`config.mk`:
```
export PLATFORM = sky130hd
export DESIGN_NAME = spd_user_end
export DESIGN_NICKNAME = d
export VERILOG_FILES = /design/src/hdl/spd_pkg.sv /design/src/hdl/spd_mem.sv /design/src/hdl/spd_user_end.sv
export SDC_FILE = /design/constraint.sdc
export NUM_CORES = 2
export LEC_CHECK = 0
export BUFFER_PORTS_ARGS = -buffer_cell sky130_fd_sc_hd__buf_2
export CAP_MARGIN = 20
export CORE_ASPECT_RATIO = 1.1
export CORE_MARGIN = 2
export CORE_UTILIZATION = 65
export CTS_CLUSTER_DIAMETER = 80
export CTS_CLUSTER_SIZE = 8
export DETAILED_ROUTE_END_ITERATION = 8
export PLACE_DENSITY = 0.82
export RECOVER_POWER = 100
export SKIP_LAST_GASP = 1
export SYNTH_ARGS = -nofsm -noshare
export SYNTH_HDL_FRONTEND = slang
export SYNTH_SLANG_ARGS = --single-unit
```
`constraint.sdc`:
```
create_clock -name clock_in -period 14.72 [get_ports clock_in]
set_input_delay 2.944 -clock clock_in [delete_from_list [all_inputs] [get_ports clock_in]]
set_output_delay 2.944 -clock clock_in [all_outputs]
set_load 0.03 [all_outputs]
```
`src/hdl/spd_pkg.sv`:
```
/*
  spd_pkg: shared constants and types for the user-side controller that
  sits on the split target/engine ports of the host-side adapter.
  Assumes: nothing beyond a SystemVerilog compiler.
*/
package spd_pkg;
  // software register byte offsets (32-bit words, avalon byte addressing)
  localparam logic [5:0] REG_CTRL      = 6'h00; // rw: accept and go enables
  localparam logic [5:0] REG_STATUS    = 6'h04; // ro: busy flags, last window
  localparam logic [5:0] REG_WR_COUNT  = 6'h08; // ro: target write beats taken
  localparam logic [5:0] REG_RD_COUNT  = 6'h0C; // ro: target reads taken
  localparam logic [5:0] REG_IN_DWORDS = 6'h10; // ro: inbound data dwords seen
  localparam logic [5:0] REG_IN_SUM    = 6'h14; // ro: sum of inbound dwords
  localparam logic [5:0] REG_DEM_ADDR  = 6'h18; // rw: demand board address
  localparam logic [5:0] REG_DEM_CMD   = 6'h1C; // wo: demand length, direction
  localparam logic [5:0] REG_LAST_LEN  = 6'h20; // ro: last length beat seen

  // control register fields
  localparam logic [2:0] CTRL_RESET    = 3'h7;  // all enables on
  localparam int         CTRL_WR_ACC   = 0;
  localparam int         CTRL_RD_ACC   = 1;
  localparam int         CTRL_GO       = 2;
  localparam int         CMD_DIR_BIT   = 31;    // 1: from-host demand request
  localparam int         LEN_W         = 24;    // dword count width

  // inbound flag fields
  localparam int         IN_TYPE_HI    = 5;
  localparam int         IN_TYPE_LO    = 0;
  localparam int         IN_READ       = 4;
  localparam logic [1:0] TYPE_ADDR     = 2'h1;
  localparam logic [1:0] TYPE_LEN      = 2'h2;
  localparam logic [1:0] TYPE_DATA     = 2'h0;

  // outbound flag fields
  localparam int         OUT_DEMAND    = 2;
  localparam int         OUT_EOF       = 3;
  localparam int         OUT_DESC      = 4;
  localparam int         OUT_RSV_HI    = 7;

  // outbound sender states, gray along idle-desc0-desc1-data
  typedef enum logic [1:0] {
    SND_IDLE  = 2'h0,
    SND_DESC0 = 2'h1,
    SND_DESC1 = 2'h3,
    SND_DATA  = 2'h2
  } spd_snd_e;

  // one outbound job: address, dword count, direction and mode
  typedef struct packed {
    logic [63:0]      addr;
    logic [LEN_W-1:0] len;
    logic             to_dev;
    logic             demand;
  } spd_job_s;
endpackage : spd_pkg

```
`src/hdl/spd_mem.sv`:
```
/*
  spd_mem: small byte-maskable register store behind the target port.
  Assumes: one clock, write and read index already decoded by the caller;
  read data appears one edge after the index.
*/
`timescale 1ns/1ns
`default_nettype none
module spd_mem #(
  parameter int W     = 64,
  parameter int DEPTH = 16
) (
  input  wire logic                     clock_in,
  input  wire logic                     wr_en_in,
  input  wire logic [$clog2(DEPTH)-1:0] wr_idx_in,
  input  wire logic [W-1:0]             wr_data_in,
  input  wire logic [W/8-1:0]           wr_mask_in,
  input  wire logic [$clog2(DEPTH)-1:0] rd_idx_in,
  output var  logic [W-1:0]             rd_data_out
);
  logic [W-1:0] store [DEPTH]; // no reset: contents are software's business

  // byte lanes written only where the mask allows; read data registered
  always_ff @(posedge clock_in) begin
    for (int b = 0; b < W/8; b++) begin
      if (wr_en_in && wr_mask_in[b]) begin
        store[wr_idx_in][8*b +: 8] <= wr_data_in[8*b +: 8];
      end
    end
    rd_data_out <= store[rd_idx_in];
  end
endmodule : spd_mem
`default_nettype wire

```
`src/hdl/spd_user_end.sv`:
```
/*
  spd_user_end: user logic on the far side of the split-port adapter.
  Serves target writes and reads from a small store, consumes engine 0
  inbound beats, answers host-memory reads and sends demand transfers
  on engine 0 outbound. Software steers it over avalon-mm.
  Assumes: adapter ports and avalon share clock_in; inputs synchronous.
*/
`timescale 1ns/1ns
`default_nettype none
module spd_user_end #(
  parameter int DATA_W    = 64,  // user data width: 64, 128 or 256
  parameter int MEM_DEPTH = 16,  // target store depth in data words
  // flag width tracks data width on the adapter side; the ports need it
  localparam int TAG_W    = (DATA_W == 64) ? 8 : (DATA_W == 128) ? 10 : 14
) (
  input  wire logic                 clock_in,
  input  wire logic                 rst_in,
  // software side, avalon-mm slave
  input  wire logic [5:0]           avs_address_in,
  input  wire logic                 avs_read_in,
  input  wire logic                 avs_write_in,
  input  wire logic [31:0]          avs_writedata_in,
  output logic      [31:0]          avs_readdata_out,
  output logic                      avs_waitrequest_out,
  // target port
  input  wire logic [63:0]          target_address_in,
  input  wire logic                 target_address_valid_in,
  input  wire logic [DATA_W-1:0]    target_write_data_in,
  input  wire logic [DATA_W/8-1:0]  register_wr_byte_mask_in,
  input  wire logic                 target_write_enable_in,
  output logic                      target_write_accept_out,
  input  wire logic [2:0]           debug_window_in,
  input  wire logic                 target_read_enable_in,
  input  wire logic [3:0]           target_request_tag_in,
  input  wire logic [DATA_W/8-1:0]  register_rd_byte_mask_in,
  input  wire logic [7:0]           target_read_ctrl_in,
  output logic                      target_read_accept_out,
  output logic      [DATA_W-1:0]    target_read_data_out,
  output logic      [3:0]           target_read_data_tag_out,
  output logic      [7:0]           target_read_data_ctrl_out,
  output logic                      target_read_data_valid_out,
  // engine 0 inbound
  input  wire logic [DATA_W-1:0]    engine0_inbound_word_in,
  input  wire logic [TAG_W-1:0]     engine0_inbound_flags_in,
  input  wire logic                 engine0_inbound_qualifier_in,
  output logic                      engine0_inbound_go_out,
  // engine 0 outbound
  output logic      [DATA_W-1:0]    engine0_outbound_word_out,
  output logic      [TAG_W:0]       engine0_outbound_flags_out,
  output logic                      engine0_outbound_qualifier_out,
  input  wire logic                 engine0_outbound_nearly_full_in
);
  localparam int DPB    = DATA_W / 32;          // dwords per beat
  localparam int LW     = $clog2(DPB);          // dword lane index width
  localparam int BOFS   = $clog2(DATA_W / 8);   // byte offset bits of address
  localparam int MAW    = $clog2(MEM_DEPTH);    // store index width

  // to-host dword valid bit for lane i: 0, 1, then 8 upward
  function automatic int out_bit(input int i);
    return (i < 2) ? i : i + 6;
  endfunction : out_bit

  // from-host dword valid bit for lane i: 2, 3, then 8 upward
  function automatic int in_bit(input int i);
    return (i < 2) ? i + 2 : i + 6;
  endfunction : in_bit

  // the whole state of this block
  typedef struct packed {
    logic [2:0]            ctrl;       // software enables
    logic                  avs_wait;   // registered waitrequest
    logic [31:0]           avs_rdata;  // registered read data
    logic [31:0]           wr_count;   // target write beats taken
    logic [31:0]           rd_count;   // target reads taken
    logic [31:0]           in_dwords;  // inbound data dwords
    logic [31:0]           in_sum;     // running sum of inbound dwords
    logic [31:0]           dem_addr;   // demand board address
    logic [24:0]           last_len;   // read flag and count of last length beat
    logic [2:0]            window;     // last window indicator seen
    logic [MAW-1:0]        tgt_idx;    // write index, steps per beat
    logic                  rd_phase;   // store read in flight
    logic [3:0]            rd_tag;     // tag captured with the request
    logic [7:0]            rd_ctrl;    // size captured with the request
    logic [DATA_W/8-1:0]   rd_mask;    // byte mask captured with request
    logic                  wr_acc;     // target write accept
    logic                  rd_acc;     // target read accept
    logic                  rd_valid;   // read data pulse
    logic [3:0]            rd_tag_out;
    logic [7:0]            rd_ctrl_out;
    logic [DATA_W-1:0]     rd_data;
    logic                  go;         // inbound go
    spd_pkg::spd_snd_e     snd;        // outbound sender state
    spd_pkg::spd_job_s     job;        // current outbound job
    logic [63:0]           in_addr;    // last inbound address beat
    logic [23:0]           remaining;  // dwords still to send
    logic [LW-1:0]         lane;       // first lane of next beat
    logic [31:0]           pattern;    // next outbound dword value
    logic [DATA_W-1:0]     out_word;
    logic [TAG_W:0]        out_flags;
    logic                  out_qual;
  } spd_state_s;

  spd_state_s   st;          // registered state
  spd_state_s   next_st;     // next state
  logic [DATA_W-1:0] mem_rdata;  // store read data, one edge after index
  logic              mem_we;     // store write strobe
  logic [MAW-1:0]    mem_widx;   // store write index
  logic              rd_take;    // target read request transfers now

  // write beats move only on enable with accept; index from strobe or step
  assign mem_we   = target_write_enable_in && st.wr_acc;
  assign mem_widx = target_address_valid_in ? target_address_in[BOFS +: MAW] : st.tgt_idx;
  assign rd_take  = target_read_enable_in && st.rd_acc;

  spd_mem #(.W(DATA_W), .DEPTH(MEM_DEPTH)) u_store (
    .clock_in    (clock_in),
    .wr_en_in    (mem_we),
    .wr_idx_in   (mem_widx),
    .wr_data_in  (target_write_data_in),
    .wr_mask_in  (register_wr_byte_mask_in),
    .rd_idx_in   (target_address_in[BOFS +: MAW]),
    .rd_data_out (mem_rdata)
  );

  // all next-state logic
  always_comb begin
    logic             avs_wr;
    logic             cmd_hit;
    logic [31:0]      acc;
    logic [31:0]      sum;
    logic [23:0]      cnt;
    avs_wr  = avs_write_in && !st.avs_wait;
    cmd_hit = 1'b0;
    acc     = '0;
    sum     = '0;
    cnt     = '0;
    next_st = st;

    // avalon: answer one cycle after the request appears, then release
    next_st.avs_wait  = !((avs_read_in || avs_write_in) && st.avs_wait);
    next_st.avs_rdata = '0;
    if (avs_read_in && st.avs_wait) begin
      unique case (avs_address_in)
        spd_pkg::REG_CTRL:      next_st.avs_rdata = {29'h0, st.ctrl};
        spd_pkg::REG_STATUS:    next_st.avs_rdata = {27'h0, st.window, st.rd_phase,
                                                     st.snd != spd_pkg::SND_IDLE};
        spd_pkg::REG_WR_COUNT:  next_st.avs_rdata = st.wr_count;
        spd_pkg::REG_RD_COUNT:  next_st.avs_rdata = st.rd_count;
        spd_pkg::REG_IN_DWORDS: next_st.avs_rdata = st.in_dwords;
        spd_pkg::REG_IN_SUM:    next_st.avs_rdata = st.in_sum;
        spd_pkg::REG_DEM_ADDR:  next_st.avs_rdata = st.dem_addr;
        spd_pkg::REG_LAST_LEN:  next_st.avs_rdata = {7'h0, st.last_len};
        default:                next_st.avs_rdata = '0; // unmapped reads zero
      endcase
    end
    if (avs_wr) begin
      // writes take effect at the edge where waitrequest is low
      if (avs_address_in == spd_pkg::REG_CTRL) begin
        next_st.ctrl = avs_writedata_in[2:0];
      end else if (avs_address_in == spd_pkg::REG_DEM_ADDR) begin
        next_st.dem_addr = avs_writedata_in;
      end else if (avs_address_in == spd_pkg::REG_DEM_CMD) begin
        cmd_hit = 1'b1;
      end
    end

    // target writes: count beats, step the index for bursts
    if (mem_we) begin
      next_st.wr_count = st.wr_count + 32'h1;
      next_st.tgt_idx  = mem_widx + MAW'(1);
    end else if (target_address_valid_in) begin
      next_st.tgt_idx  = target_address_in[BOFS +: MAW];
    end
    if (target_address_valid_in) begin
      next_st.window = debug_window_in; // kept for status only
    end

    // target reads: capture tag, size and mask; one request at a time
    next_st.rd_phase = rd_take;
    if (rd_take) begin
      next_st.rd_tag   = target_request_tag_in;
      next_st.rd_ctrl  = target_read_ctrl_in;
      next_st.rd_mask  = register_rd_byte_mask_in;
      next_st.rd_count = st.rd_count + 32'h1;
    end
    next_st.rd_valid = st.rd_phase;
    if (st.rd_phase) begin
      for (int b = 0; b < DATA_W/8; b++) begin
        next_st.rd_data[8*b +: 8] = st.rd_mask[b] ? mem_rdata[8*b +: 8] : 8'h00;
      end
      next_st.rd_tag_out  = st.rd_tag;
      next_st.rd_ctrl_out = st.rd_ctrl;
    end
    next_st.wr_acc = st.ctrl[spd_pkg::CTRL_WR_ACC];
    next_st.rd_acc = st.ctrl[spd_pkg::CTRL_RD_ACC] && !rd_take && !st.rd_phase;

    // inbound beats: type by flag bits five and zero
    if (engine0_inbound_qualifier_in) begin
      unique case ({engine0_inbound_flags_in[spd_pkg::IN_TYPE_HI],
                    engine0_inbound_flags_in[spd_pkg::IN_TYPE_LO]})
        spd_pkg::TYPE_ADDR: next_st.in_addr = engine0_inbound_word_in[63:0];
        spd_pkg::TYPE_LEN: begin
          next_st.last_len = {engine0_inbound_flags_in[spd_pkg::IN_READ],
                              engine0_inbound_word_in[23:0]};
          // a read asks for exactly this many dwords, aligned to the address
          if (engine0_inbound_flags_in[spd_pkg::IN_READ] &&
              st.snd == spd_pkg::SND_IDLE && engine0_inbound_word_in[23:0] != 24'h0) begin
            next_st.job       = '{addr: st.in_addr, len: engine0_inbound_word_in[23:0],
                                  to_dev: 1'b0, demand: 1'b0};
            next_st.remaining = engine0_inbound_word_in[23:0];
            next_st.lane      = st.in_addr[2 +: LW];
            next_st.snd       = spd_pkg::SND_DATA;
          end
        end
        spd_pkg::TYPE_DATA: begin
          acc = st.in_sum;
          for (int i = 0; i < DPB; i++) begin
            if (engine0_inbound_flags_in[in_bit(i)]) begin
              acc = acc + engine0_inbound_word_in[32*i +: 32];
              sum = sum + 32'h1;
            end
          end
          next_st.in_sum    = acc;
          next_st.in_dwords = st.in_dwords + sum;
        end
        default: ; // never sent by the adapter
      endcase
    end

    // demand command from software; an inbound read in the same cycle wins
    if (cmd_hit && st.snd == spd_pkg::SND_IDLE && next_st.snd == spd_pkg::SND_IDLE &&
        avs_writedata_in[23:0] != 24'h0) begin
      next_st.job       = '{addr: {32'h0, st.dem_addr}, len: avs_writedata_in[23:0],
                            to_dev: avs_writedata_in[spd_pkg::CMD_DIR_BIT], demand: 1'b1};
      next_st.remaining = avs_writedata_in[23:0];
      next_st.lane      = st.dem_addr[2 +: LW];
      next_st.snd       = spd_pkg::SND_DESC0;
    end

    // outbound sender: nothing moves while the adapter is nearly full
    next_st.out_qual  = 1'b0;
    next_st.out_flags = '0;
    if (!engine0_outbound_nearly_full_in) begin
      unique case (st.snd)
        spd_pkg::SND_IDLE: ;
        spd_pkg::SND_DESC0: begin
          next_st.out_word = '0;
          next_st.out_word[63:0] = st.job.addr;
          next_st.out_flags[spd_pkg::OUT_DESC]   = 1'b1;
          next_st.out_flags[spd_pkg::OUT_DEMAND] = 1'b1;
          next_st.out_qual = 1'b1;
          next_st.snd      = spd_pkg::SND_DESC1;
        end
        spd_pkg::SND_DESC1: begin
          next_st.out_word = '0;
          next_st.out_word[23:0] = st.job.len;
          next_st.out_flags[spd_pkg::OUT_DESC]   = 1'b1;
          next_st.out_flags[spd_pkg::OUT_DEMAND] = 1'b1;
          next_st.out_flags[spd_pkg::OUT_EOF]    = st.job.to_dev;
          next_st.out_qual = 1'b1;
          next_st.snd      = st.job.to_dev ? spd_pkg::SND_IDLE : spd_pkg::SND_DATA;
        end
        spd_pkg::SND_DATA: begin
          next_st.out_word = '0;
          for (int i = 0; i < DPB; i++) begin
            if (i >= int'(st.lane) && (i - int'(st.lane)) < int'(st.remaining)) begin
              next_st.out_word[32*i +: 32] = st.pattern + 32'(cnt);
              next_st.out_flags[out_bit(i)] = 1'b1;
              cnt = cnt + 24'h1;
            end
          end
          next_st.out_flags[spd_pkg::OUT_DEMAND] = st.job.demand;
          next_st.out_qual  = 1'b1;
          next_st.pattern   = st.pattern + 32'(cnt);
          next_st.remaining = st.remaining - cnt;
          next_st.lane      = '0;
          if (st.remaining == cnt) begin
            next_st.out_flags[spd_pkg::OUT_EOF] = 1'b1;
            next_st.snd = spd_pkg::SND_IDLE;
          end
        end
      endcase
    end

    // inbound stops while a job is pending; beats already in flight still land
    next_st.go = st.ctrl[spd_pkg::CTRL_GO] && next_st.snd == spd_pkg::SND_IDLE;
  end

  // one register for all state, synchronous reset
  always_ff @(posedge clock_in) begin
    if (rst_in) begin
      st          <= '0;
      st.ctrl     <= spd_pkg::CTRL_RESET;
      st.avs_wait <= 1'b1;
      st.snd      <= spd_pkg::SND_IDLE;
    end else begin
      st <= next_st;
    end
  end

  assign avs_readdata_out               = st.avs_rdata;
  assign avs_waitrequest_out            = st.avs_wait;
  assign target_write_accept_out        = st.wr_acc;
  assign target_read_accept_out         = st.rd_acc;
  assign target_read_data_out           = st.rd_data;
  assign target_read_data_tag_out       = st.rd_tag_out;
  assign target_read_data_ctrl_out      = st.rd_ctrl_out;
  assign target_read_data_valid_out     = st.rd_valid;
  assign engine0_inbound_go_out         = st.go;
  assign engine0_outbound_word_out      = st.out_word;
  assign engine0_outbound_flags_out     = st.out_flags;
  assign engine0_outbound_qualifier_out = st.out_qual;
endmodule : spd_user_end
`default_nettype wire

```
==> impl_metrics.yaml <==
setup_path:
  crit_required_ns: 15.23
  startpoint: "rst_in"
  crit_path_end_kind: "flip-flop"
  startpoint_type: "primary input"
  r2r_start: "st[106]$_SDFF_PP0_"
  worst-setup-path-type: "primary input to flip-flop"
  cp_max_fo: 75
  arrival_ns: 11.30
synth:
  synthArstFlopShare: 0
  ys_top_cells_by_area: "edfxtp_1, dfxtp_1, mux4_2"
  ys_warn_count: 0
  synth-edff-count: 1024
  synthFlopType: "edfxtp_1"
  syn-instance-count: 5686
  synth.most_common_cell: "edfxtp_1"
  yosys.area.top_type: "edfxtp_1"
  synth-seq-cells: 1700
  syn-cell-area_mm2: 0.0718
  synth_top_area_frac: 0.428
  syn_area_per_cell_um2: 12.6
  synthDistinctLibCells: 93
  ys_seq_area_frac: 0.616
  yosys-top-cells-count: "edfxtp_1, nand2_1, dfxtp_1"
power_and_ir_drop:
  p_leak_uw: 0.0268
  power_density_mw_per_mm2: 138
  vdd_ir_drop_max_uv: 217
clock_network:
  cts_hold_buf: 0
  clockBufferDepth: 3
  cts_root_buf: "clkbuf_16"
  cts.clk_slew.worst_paths_ns: 0.05
  clock_latency_ns: 0.89
  htree_levels: 4
  cts_num_sinks: 1700
  numCtsBuffers: 231
  post_cts_buffers: 0
  post_cts_resized: 0
  cts_tree: "done"
timing:
  finClkSkew_ns: 0.0883
  setup_tns_ns: 0
  final_max_slew_viol_count: 834
  period_needed_ns: 10.79
  fin_hold_ws_ns: 0.441
  timing.slew.headroom: -4.21
  post-route-period-util: 0.733
  tightestPinTransition_ns: 7.81
  setup_viol: 0
  rsz0062_at_grt: "no"
  hold_viol_final: 0
  max_freq_mhz: 92.7
grt:
  track_usage: 0.385
  antenna_found_initial: 21
  overflow: 0
  grt_pass1_wl_mm: 321
  grt_pass1_vias: 49200
  grt_max_degree: 125
finish:
  syn2layout_area_growth_pct: 10.9
  drive_above_1_share: 0.138
  nNetsFinal: 6231
run_status:
  outcome: "complete, but fails checks"
  violations: "max-capacitance violations, max-slew violations"
place:
  io_buffers: 397
  gp_congestion: 1.03
  dp.final_hpwl_mm: 133
die:
  start_util: 0.657
  dieHeight_um: 353
  io_pins: 465
  dieWidth_um: 321
  rows: 127
  core-area_mm2: 0.109
  die_area_mm2: 0.113
drt:
  dr.first_iter.drc_count: 7220
  via_per_inst: 6.78
  wl_per_cell_um: 29.9
  vias: 50400
  dr.pass1.iters: 6
  routed_wl_mm: 222
  post-route-drc-count: 0
  ant_nets: 0
flow_run:
  drv_cap: 13
min_path:
  min-delay-start: "st[183]$_SDFFE_PP0P_"
  hp-class: "flip-flop to flip-flop"
==> layer usage <==
layer	part of all wire	GRT usage	vias up
li1	-	-	21200
met1	0.33	0.464	24700
met2	0.48	0.624	3755
met3	0.11	0.0906	856
met4	0.077	0.247	16
met5	0.00042	0	-
==> report_power, final <==
group	total [uW]	internal, uW	switching (uW)
logic	840	303	537
registers	5170	5120	50.9
clock network	5000	2910	2090
total	11000	8330	2680
==> worst paths after layout <==
| path | to | slack (ns) | depth (start not counted) |
|---|---|---|---|
| setup reg to reg | st[129]$_SDFF_PP0_ | 7.17 | 23 |
| setup / recovery | st[389]$_SDFF_PP0_ | 3.93 | 4 |
| hold / removal | st[273]$_SDFFE_PP0P_ | 0.44 | 2 |
| hold reg to reg | st[273]$_SDFFE_PP0P_ | 0.44 | 2 |
==> critical path, stage by stage <==
cell      delay, ns
clkbuf_1       2.71
clkbuf_1       2.42
clkbuf_1       2.73
a211oi_1       0.36
==> sequential cells by signal, indices dropped and copies added, names as in the netlist, 2 cells and up <==
register	count
next_st	2
u_store.rd_data_out	64
engine0_outbound_word_out	64
target_read_data_tag_out	4
target_read_data_ctrl_out	8
u_store.store	1024
target_read_data_out	64
engine0_outbound_flags_out	5
st	427
avs_readdata_out	32
==> cells in the final DEF, fill, tap and decap left out, types with 47 or more instances in the layout <==
master,Yosys,layout
a22oi_1,73,73
clkbuf_16,0,233
mux4_2,322,322
buf_2,10,144
nor2b_1,85,84
clkbuf_1,266,396
dfxtp_1,676,675
nand3_1,104,104
xor2_1,97,97
nor3_1,75,74
a21oi_1,402,402
inv_1,67,67
o21ai_0,121,125
ha_1,100,100
nor2_1,623,620
xnor2_1,79,79
edfxtp_1,1024,1024
a211oi_1,53,53
a311oi_1,47,47
nand2_1,683,683
==> final cells by class <==
| type | count | area (um^2) |
|---|---|---|
| flip-flops and latches | 1700 | 44300 |
| fillers | 6819 | 29600 |
| multi-input cells | 3399 | 24600 |
| clock buffers | 369 | 6340 |
| repair buffers | 448 | 2080 |
| well taps | 1419 | 1780 |
| clock inverters | 14 | 269 |
| inverters | 68 | 255 |
| diodes | 18 | 45.0 |
==> kinds of logic (layout without fill, tap and decap cells) <==
logic type	Yosys count	in the layout	share of synthesized area
adders and majority gates	105	105	0.0188
DFF	1700	1700	0.616
buffers and inverters	590	899	0.0417
and+or+nand+nor	1791	1791	0.109
muxes	383	383	0.110
xor gates and xnor gates	176	176	0.0215
other	1	22	0.0000522
AOI/OAI and AO/OA	940	940	0.0826
==> stage by stage <==
step           setup slack [ns]  std cells  cell area (um^2)   util  power (uW)
6_report                   3.93       7435             79700  0.729       11000
5_1_grt                    3.67       7430             79700  0.729       11300
4_1_cts                    6.98       7413             80000  0.732       11000
3_5_place_dp               6.16       7030             73400  0.671        6050
3_3_place_gp               6.14       7030             73400  0.671        6020
2_1_floorplan              7.54       5689             71800      -        5770
No activity file was read; power rests on OpenSTA's default activity.
